$ cat config.mk
export PLATFORM = sky130hd
export DESIGN_NAME = dcdcc_control
export DESIGN_NICKNAME = d
export VERILOG_FILES = /design/src/dcdcc_pkg.sv /design/src/dcdcc_control.sv /design/src/dcdcc_field_reg.sv
export SDC_FILE = /design/constraint.sdc
export NUM_CORES = 1
export LEC_CHECK = 0
export ABC_AREA = 1
export BUFFER_PORTS_ARGS = -buffer_cell sky130_fd_sc_hd__clkbuf_2
export CAP_MARGIN = 20
export CORE_UTILIZATION = 45
export DETAILED_ROUTE_END_ITERATION = 16
export PLACE_DENSITY_LB_ADDON = 0.3
export SYNTH_ARGS = -nofsm -noshare
export SYNTH_HDL_FRONTEND = slang
export SYNTH_SLANG_ARGS = --single-unit
export TNS_END_PERCENT = 100
$ cat constraint.sdc
create_clock -name clk_sys -period 3.21 [get_ports clk_sys]
set_input_delay 0.1605 -clock clk_sys [delete_from_list [all_inputs] [get_ports clk_sys]]
set_output_delay 0.1605 -clock clk_sys [all_outputs]
set_load 0.01 [all_outputs]
$ cat src/dcdcc_pkg.sv
package dcdcc_pkg;

   // ---------------------------------------------
   // register map
   // ---------------------------------------------
   localparam logic [7:0] DCDCC_CTRL_ADDR = 8'h97;
   localparam logic [3:0] DCDCC_CTRL_PAGE = 4'h0;
   localparam logic [7:0] DCDCC_CTRL_RESET = 8'h21;

   // field positions
   localparam int DCDCC_MIN_PULSE_LSB = 6;
   localparam int DCDCC_SWITCH_SIZE_BIT = 5;
   localparam int DCDCC_RSVD_BIT = 4;
   localparam int DCDCC_SYNC_BIT = 3;
   localparam int DCDCC_VOUT_SEL_LSB = 0;
   localparam int DCDCC_INV_BIT = 4;

   // minimum pulse codes and times
   localparam logic [1:0] DCDCC_MIN_PULSE_NONE = 2'h0;
   localparam logic [1:0] DCDCC_MIN_PULSE_20 = 2'h1;
   localparam logic [1:0] DCDCC_MIN_PULSE_40 = 2'h2;
   localparam logic [1:0] DCDCC_MIN_PULSE_80 = 2'h3;
   localparam int DCDCC_MIN_PULSE_20_NS = 20;
   localparam int DCDCC_MIN_PULSE_40_NS = 40;
   localparam int DCDCC_MIN_PULSE_80_NS = 80;

   // output targets in millivolts
   localparam logic [11:0] DCDCC_VOUT_MV [8] = '{12'h708, 12'h76C, 12'h7D0, 12'h834,
                                               12'h960, 12'hA8C, 12'hBB8, 12'hCE4};

   // ---------------------------------------------
   // carrier to the power stage
   // ---------------------------------------------
   typedef struct packed {
      logic [1:0] min_pulse_width_sel;
      logic [7:0] min_pulse_ns;
      logic switch_size_sel;
      logic adc_sync_en;
      logic [2:0] output_voltage_sel;
      logic [11:0] vout_target_mv;
      logic bypass_ctrl_en;
      logic sar_clk_invert;
   } dcdcc_stage_s;

endpackage

$ cat src/dcdcc_control.sv
// Overview of operation
// - passive diode mode disables bypass-switch control
// - bits 7:6 pick minimum switch pulse
// - bit 5 clear large, set small switches
// - sync bit aligns ADC tracking and SAR clock
// - bits 2:0 select output voltage target
// - reset value 0x21, usable without software
// - decoded at 0x97 page 0x0, all RW
// - clock-invert bit honoured only during sync
`timescale 1ns/1ps
module dcdcc_control
   import dcdcc_pkg::*;
(
   input wire logic clk_sys,
   input wire logic rst,
   input wire logic [7:0] sfr_addr,
   input wire logic [3:0] sfr_page,
   input wire logic sfr_wr,
   input wire logic sfr_rd,
   input wire logic [7:0] sfr_wdata,
   output logic [7:0] sfr_rdata,
   output logic sfr_sel,
   input wire logic passive_diode_enable,
   input wire logic adc_sar_clock_invert,
   input wire logic dcdc_clk_en,
   output dcdcc_stage_s stage,
   output logic adc_track_en,
   output logic sar_clk_en
);
   // ---------------------------------------------
   // decode
   // ---------------------------------------------
   logic hit;
   logic [7:0] dcdc_control;

   assign hit = (sfr_addr == DCDCC_CTRL_ADDR) && (sfr_page == DCDCC_CTRL_PAGE);
   assign sfr_sel = hit & (sfr_wr | sfr_rd);

   // reserved bit stored as written; software keeps it zero
   dcdcc_field_reg #(
      .WIDTH(8),
      .RESET_VAL(DCDCC_CTRL_RESET)
   ) u_ctrl (
      .clk_sys(clk_sys),
      .rst(rst),
      .wr_en(hit & sfr_wr),
      .wr_data(sfr_wdata),
      .value(dcdc_control)
   );

   // read data registered; unmapped addresses read zero
   logic [7:0] sfr_rdata_r;
   always_ff @(posedge clk_sys or posedge rst) begin
      if (rst) begin
         sfr_rdata_r <= 8'h00;
      end else if (sfr_rd) begin
         sfr_rdata_r <= hit ? dcdc_control : 8'h00;
      end
   end
   assign sfr_rdata = sfr_rdata_r;

   // ---------------------------------------------
   // power stage fields
   // ---------------------------------------------
   logic [1:0] pulse_code;
   logic [2:0] vout_code;
   logic [7:0] min_ns;
   logic sync_on;

   assign pulse_code = dcdc_control[DCDCC_MIN_PULSE_LSB +: 2];
   assign vout_code = dcdc_control[DCDCC_VOUT_SEL_LSB +: 3];
   assign sync_on = dcdc_control[DCDCC_SYNC_BIT];

   always_comb begin
      case (pulse_code)
         DCDCC_MIN_PULSE_20: min_ns = 8'(DCDCC_MIN_PULSE_20_NS);
         DCDCC_MIN_PULSE_40: min_ns = 8'(DCDCC_MIN_PULSE_40_NS);
         DCDCC_MIN_PULSE_80: min_ns = 8'(DCDCC_MIN_PULSE_80_NS);
         default: min_ns = 8'h00;
      endcase
   end

   always_comb begin
      stage.min_pulse_width_sel = pulse_code;
      stage.min_pulse_ns = min_ns;
      stage.switch_size_sel = dcdc_control[DCDCC_SWITCH_SIZE_BIT];
      stage.adc_sync_en = sync_on;
      stage.output_voltage_sel = vout_code;
      stage.vout_target_mv = DCDCC_VOUT_MV[vout_code];
      stage.bypass_ctrl_en = ~passive_diode_enable;
      // 0 means inverted; ignored outside sync
      stage.sar_clk_invert = sync_on & ~adc_sar_clock_invert;
   end

   // ---------------------------------------------
   // adc timing: track in quiet half, sar clock on converter clock
   // ---------------------------------------------
   logic phase_r;
   always_ff @(posedge clk_sys or posedge rst) begin
      if (rst) begin
         phase_r <= 1'b0;
      end else if (dcdc_clk_en) begin
         phase_r <= ~phase_r;
      end
   end

   // without sync the adc free-runs, tracking always allowed
   assign adc_track_en = sync_on ? (phase_r == stage.sar_clk_invert) : 1'b1;
   assign sar_clk_en = sync_on ? dcdc_clk_en : 1'b1;

   // ---------------------------------------------
   // checks: register access
   // ---------------------------------------------
   a_write_update: assert property (@(posedge clk_sys) disable iff (rst)
      hit && sfr_wr |=> dcdc_control == $past(sfr_wdata))
      else $error("control register missed write");
   a_hold_value: assert property (@(posedge clk_sys) disable iff (rst)
      !(hit && sfr_wr) |=> $stable(dcdc_control))
      else $error("control register changed without write");
   a_read_back: assert property (@(posedge clk_sys) disable iff (rst)
      sfr_rd && hit |=> sfr_rdata == $past(dcdc_control))
      else $error("read data wrong");
   // a miss must not leak the control value
   a_read_miss: assert property (@(posedge clk_sys) disable iff (rst)
      sfr_rd && !hit |=> sfr_rdata == 8'h00)
      else $error("unmapped read not zero");
   // read data stands until the next read strobe
   a_read_hold: assert property (@(posedge clk_sys) disable iff (rst)
      !sfr_rd |=> $stable(sfr_rdata))
      else $error("read data changed without read");
   a_sel_decode: assert property (@(posedge clk_sys) disable iff (rst)
      sfr_sel |-> sfr_addr == 8'h97 && sfr_page == 4'h0)
      else $error("select raised off the control address");
   // no disable here: the release edge itself is checked
   a_reset_val: assert property (@(posedge clk_sys)
      $fell(rst) |-> dcdc_control == 8'h21)
      else $error("reset value wrong");
   a_reset_read: assert property (@(posedge clk_sys)
      $fell(rst) |-> sfr_rdata == 8'h00)
      else $error("read data not cleared by reset");
   a_reset_stage: assert property (@(posedge clk_sys)
      $fell(rst) |-> stage.vout_target_mv == 12'h76C && stage.switch_size_sel && !stage.adc_sync_en)
      else $error("power stage defaults wrong after reset");

   // ---------------------------------------------
   // checks: field decode
   // ---------------------------------------------
   a_pulse_none: assert property (@(posedge clk_sys) disable iff (rst)
      (pulse_code == 2'h0) |-> stage.min_pulse_ns == 8'h00)
      else $error("minimum pulse not off");
   a_pulse_short: assert property (@(posedge clk_sys) disable iff (rst)
      (pulse_code == 2'h1) |-> stage.min_pulse_ns == 8'h14)
      else $error("short minimum pulse wrong");
   a_pulse_mid: assert property (@(posedge clk_sys) disable iff (rst)
      (pulse_code == 2'h2) |-> stage.min_pulse_ns == 8'h28)
      else $error("middle minimum pulse wrong");
   a_pulse_long: assert property (@(posedge clk_sys) disable iff (rst)
      (pulse_code == 2'h3) |-> stage.min_pulse_ns == 8'h50)
      else $error("minimum pulse mapping wrong");
   a_pulse_field: assert property (@(posedge clk_sys) disable iff (rst)
      hit && sfr_wr |=> stage.min_pulse_width_sel == $past(sfr_wdata[7:6]))
      else $error("pulse select not following write");
   a_switch_size: assert property (@(posedge clk_sys) disable iff (rst)
      hit && sfr_wr |=> stage.switch_size_sel == $past(sfr_wdata[5]))
      else $error("switch size not following write");
   a_sync_field: assert property (@(posedge clk_sys) disable iff (rst)
      hit && sfr_wr |=> stage.adc_sync_en == $past(sfr_wdata[3]))
      else $error("sync enable not following write");
   a_vout_low: assert property (@(posedge clk_sys) disable iff (rst)
      (vout_code == 3'h0) |-> stage.vout_target_mv == 12'h708)
      else $error("lowest voltage wrong");
   a_vout_map: assert property (@(posedge clk_sys) disable iff (rst)
      (vout_code == 3'h1) |-> stage.vout_target_mv == 12'h76C)
      else $error("voltage mapping wrong");
   a_vout_two: assert property (@(posedge clk_sys) disable iff (rst)
      (vout_code == 3'h2) |-> stage.vout_target_mv == 12'h7D0)
      else $error("voltage code two wrong");
   a_vout_three: assert property (@(posedge clk_sys) disable iff (rst)
      (vout_code == 3'h3) |-> stage.vout_target_mv == 12'h834)
      else $error("voltage code three wrong");
   a_vout_mid: assert property (@(posedge clk_sys) disable iff (rst)
      (vout_code == 3'h4) |-> stage.vout_target_mv == 12'h960)
      else $error("voltage code four wrong");
   a_vout_five: assert property (@(posedge clk_sys) disable iff (rst)
      (vout_code == 3'h5) |-> stage.vout_target_mv == 12'hA8C)
      else $error("voltage code five wrong");
   a_vout_six: assert property (@(posedge clk_sys) disable iff (rst)
      (vout_code == 3'h6) |-> stage.vout_target_mv == 12'hBB8)
      else $error("voltage code six wrong");
   a_vout_high: assert property (@(posedge clk_sys) disable iff (rst)
      (vout_code == 3'h7) |-> stage.vout_target_mv == 12'hCE4)
      else $error("highest voltage wrong");
   a_vout_field: assert property (@(posedge clk_sys) disable iff (rst)
      hit && sfr_wr |=> stage.output_voltage_sel == $past(sfr_wdata[2:0]))
      else $error("voltage select not following write");
   a_diode_mode: assert property (@(posedge clk_sys) disable iff (rst)
      stage.bypass_ctrl_en != passive_diode_enable)
      else $error("bypass control not off in passive mode");

   // ---------------------------------------------
   // checks: adc timing
   // ---------------------------------------------
   a_sync_track: assert property (@(posedge clk_sys) disable iff (rst)
      !sync_on |-> adc_track_en && sar_clk_en && !stage.sar_clk_invert)
      else $error("adc timing active without sync");
   a_sar_follow: assert property (@(posedge clk_sys) disable iff (rst)
      sync_on |-> sar_clk_en == dcdc_clk_en)
      else $error("sar clock not on converter clock");
   a_phase_step: assert property (@(posedge clk_sys) disable iff (rst)
      dcdc_clk_en |=> phase_r != $past(phase_r))
      else $error("switching phase not advancing");
   a_invert_sel: assert property (@(posedge clk_sys) disable iff (rst)
      sync_on |-> stage.sar_clk_invert == !adc_sar_clock_invert)
      else $error("sar clock inversion wrong during sync");

   // ---------------------------------------------
   // covers
   // ---------------------------------------------
   c_write_sync: cover property (@(posedge clk_sys) disable iff (rst) hit && sfr_wr && sfr_wdata[3]);
   c_passive: cover property (@(posedge clk_sys) disable iff (rst) passive_diode_enable);
   c_read: cover property (@(posedge clk_sys) disable iff (rst) hit && sfr_rd);
   c_max_v: cover property (@(posedge clk_sys) disable iff (rst) vout_code == 3'h7);
   c_inverted: cover property (@(posedge clk_sys) disable iff (rst) sync_on && !adc_sar_clock_invert);
endmodule

$ cat src/dcdcc_field_reg.sv
`timescale 1ns/1ps
module dcdcc_field_reg
   import dcdcc_pkg::*;
#(
   parameter int WIDTH = 8,
   parameter logic [WIDTH-1:0] RESET_VAL = '0
) (
   input wire logic clk_sys,
   input wire logic rst,
   input wire logic wr_en,
   input wire logic [WIDTH-1:0] wr_data,
   output logic [WIDTH-1:0] value
);
   logic [WIDTH-1:0] value_r;

   always_ff @(posedge clk_sys or posedge rst) begin
      if (rst) begin
         value_r <= RESET_VAL;
      end else if (wr_en) begin
         value_r <= wr_data;
      end
   end

   assign value = value_r;
endmodule

==> run metrics <==
status finished, final reports clean; antenna violations before repair 0; Max-cap violations 0; Final GP Congestion ~0.71; height of the die 52.14 um; CTS Root Cell clkbuf_4; number of buffers created by CTS 3; Worst Setup End Kind output pin; Setup TNS Final 0 ps; Clock Latency Late Sink 290 ps; Max Slew Vio Count 0; Top Metal Used met4; final wirelength 2409 um; global-route wire length before repair 3905 um; Final min period 1959 ps; largest cells by area after synthesis dfrtp_1 33%, nand2_1 15%, buf_4 9.3%, inv_1 6.0%, nand4_1 5.0%; #FFs+latches synth 17; fin crit share 0.6102; row count 17; Final Hold Viols 0; worst path arrival time 1800 ps; PwrDens 286.8 mW/mm2; DRC 0; clock sinks 17; syn avg cell area 7.393 um2; Vias/cell 4.741; Yosys Warn Count 0; Unique masters post-synth 26; Detail Route met3 WL 146 um; post-CTS setup buffer count 0; crit path kind flop to output pin; DR pass1 iterations 4; clock slew at reported path FFs about 100 ps; met2 routed WL around 1200 um; vias in the first global route 915; io pins 67; Vias 1100; area grow syn2layout 23.23%; part of the Yosys area used for sequential elements 0.3783; Post-CTS Hold Buffers 1; area of the core approximately 0.0023 mm2; Yosys top cell area share 0.3319; grt total ovfl 0; cell taking the most area after synthesis dfrtp_1; worst hold slack 43.97 ps; Initial Util 0.4924; Final #Nets 236; Iter 0 DRT Violations 18; final-layout fill cell count slightly below 200; Die X 52.14 um; Worst Hold Class primary input to flop; RSZ-0062 raised after global routing no; met1 wire length roughly 1000 um; VDD IR max 0.2051 mV; Tightest Pin Transition 628.5 ps; Worst setup SP type flop; IO buf count 61; cell area after synthesis 0.001131 mm2; htree depth 1; Global Route Usage Sum 0.1951; Final Setup Violations 0; fraction of layout cells with a size suffix above 1 0.3627; largest net degree at the start of global routing 18; dpl hpwl 1939 um; P_leak 0.8453 nW; WL/cell about 10 um; Post-Syn Instances 153; worst-path maximum fanout 9; Clock Path Buffers 2; Layout Skew roughly 6.6 ps; Critical Path RT 3050 ps; fmax roughly 510 MHz; TritonCTS clock tree built; Rel. slew slack 0.5805; post_cts resized 0; Die ar. 0.002718 mm2; ANT nets after route 0; number of diodes 0
area by class of cell:
type                       count  area, um2  share of cell area
multi-input combinational    102      518.0              0.3716
timing repair buffer          62      315.3              0.2262
inverter                      19      71.32             0.05117
sequential                    17      427.9              0.3070
tap                           28      35.03             0.02513
clock buffer                   4      26.28             0.01885
power breakdown:
group,internal (mW),switching (mW),leakage (nW)
Clock,0.0484,0.0672,0.0150
Sequential,0.221,0.00662,0.228
Combinational,0.0251,0.0312,0.602
flip-flops by register name (all words and copies together) (netlist names):
name	count
u_ctrl.value	8
sfr_rdata	8
phase_r	1
metrics by stage:
| stage | util | setup slack, ps | power, mW | instance area, um2 | std cells |
|---|---|---|---|---|---|
| final | 0.6068 | 1251 | 0.3998 | 1394 | 232 |
| after global routing | 0.6068 | 1137 | 0.4188 | 1394 | 232 |
| after CTS | 0.6068 | 1254 | 0.4016 | 1394 | 232 |
| after detailed placement | 0.5910 | 1576 | 0.2878 | 1358 | 227 |
| after global placement | 0.5910 | 1619 | 0.2852 | 1358 | 227 |
| after floorplan | - | 1722 | 0.2681 | 1146 | 157 |
path summary, 6_finish.rpt:
kind,startpoint,end,slack (ps),cells past startpoint
worst max-delay path,u_ctrl.value[0]$_DFFE_PP1P_,stage[5],1250,5
worst min-delay path,dcdc_clk_en,phase_r$_DFFE_PP0P_,40,2
worst max register to register,u_ctrl.value[0]$_DFFE_PP1P_,sfr_rdata[0]$_DFFE_PP0P_,2310,2
worst min register to register,sfr_rdata[7]$_DFFE_PP0P_,sfr_rdata[7]$_DFFE_PP0P_,500,2
max in group asynchronous,rst,sfr_rdata[5]$_DFFE_PP0P_,2330,3
min in group asynchronous,rst,u_ctrl.value[6]$_DFFE_PP0P_,470,3
critical path, cell delays in order, from the launching register on:
cell	delay, ps
dfstp_2	620
inv_1	100
ha_1	320
or2_1	250
o21ai_1	70
clkbuf_2	140
placed cells by master, fill, tap and decap left out:
cell type / Yosys / routed
a21oi_1: 1 / 1
clkbuf_1: 1 / 1
clkbuf_2: 0 / 61
clkbuf_4: 0 / 3
conb_1: 1 / 5
dfrtp_1: 15 / 15
dfstp_2: 2 / 2
dlygate4sd3_1: 0 / 1
ha_1: 4 / 4
inv_1: 18 / 18
inv_2: 1 / 1
nand2_1: 45 / 45
nand2_2: 2 / 2
nand3_1: 2 / 2
nand4_1: 9 / 9
nand4_2: 1 / 1
nor2_1: 12 / 12
nor2_2: 1 / 1
nor2_8: 1 / 1
nor3_1: 1 / 1
o21ai_0: 3 / 3
o21ai_1: 8 / 8
o21bai_1: 1 / 1
or2_1: 1 / 1
or2_2: 2 / 2
xnor2_1: 2 / 2
xor2_1: 1 / 1
cells in the mapped netlist:
| library cell | instances |
|---|---|
| a21oi_1 | 1 |
| buf_2 | 4 |
| buf_4 | 14 |
| clkbuf_1 | 1 |
| conb_1 | 1 |
| dfrtp_1 | 15 |
| dfstp_2 | 2 |
| ha_1 | 4 |
| inv_1 | 18 |
| inv_2 | 1 |
| nand2_1 | 45 |
| nand2_2 | 2 |
| nand3_1 | 2 |
| nand4_1 | 9 |
| nand4_2 | 1 |
| nor2_1 | 12 |
| nor2_2 | 1 |
| nor2_8 | 1 |
| nor3_1 | 1 |
| o21ai_0 | 3 |
| o21ai_1 | 8 |
| o21bai_1 | 1 |
| or2_1 | 1 |
| or2_2 | 2 |
| xnor2_1 | 2 |
| xor2_1 | 1 |
routing by layer:
| layer | track usage | up-vias |
|---|---|---|
| met5 | 0 | - |
| met4 | 0.06579 | 0 |
| met3 | 0.02632 | 5 |
| met2 | 0.3333 | 50 |
| met1 | 0.2509 | 487 |
| li1 | - | 558 |
cells by family (layout without fill, tap and decap cells):
kind of cell             Yosys count  in the layout  synth area share
AO/OA/AOI/OAI                     13             13           0.05973
XOR/XNOR                           3              3           0.02323
flip-flops                        17             17            0.3783
buffers and inverters             38             85            0.1770
AND/OR/NAND/NOR                   77             77            0.3141
other                              1              5          0.003315
adder cells (fa/ha/maj)            4              4           0.04425
Power figures use the tool's default switching activity.
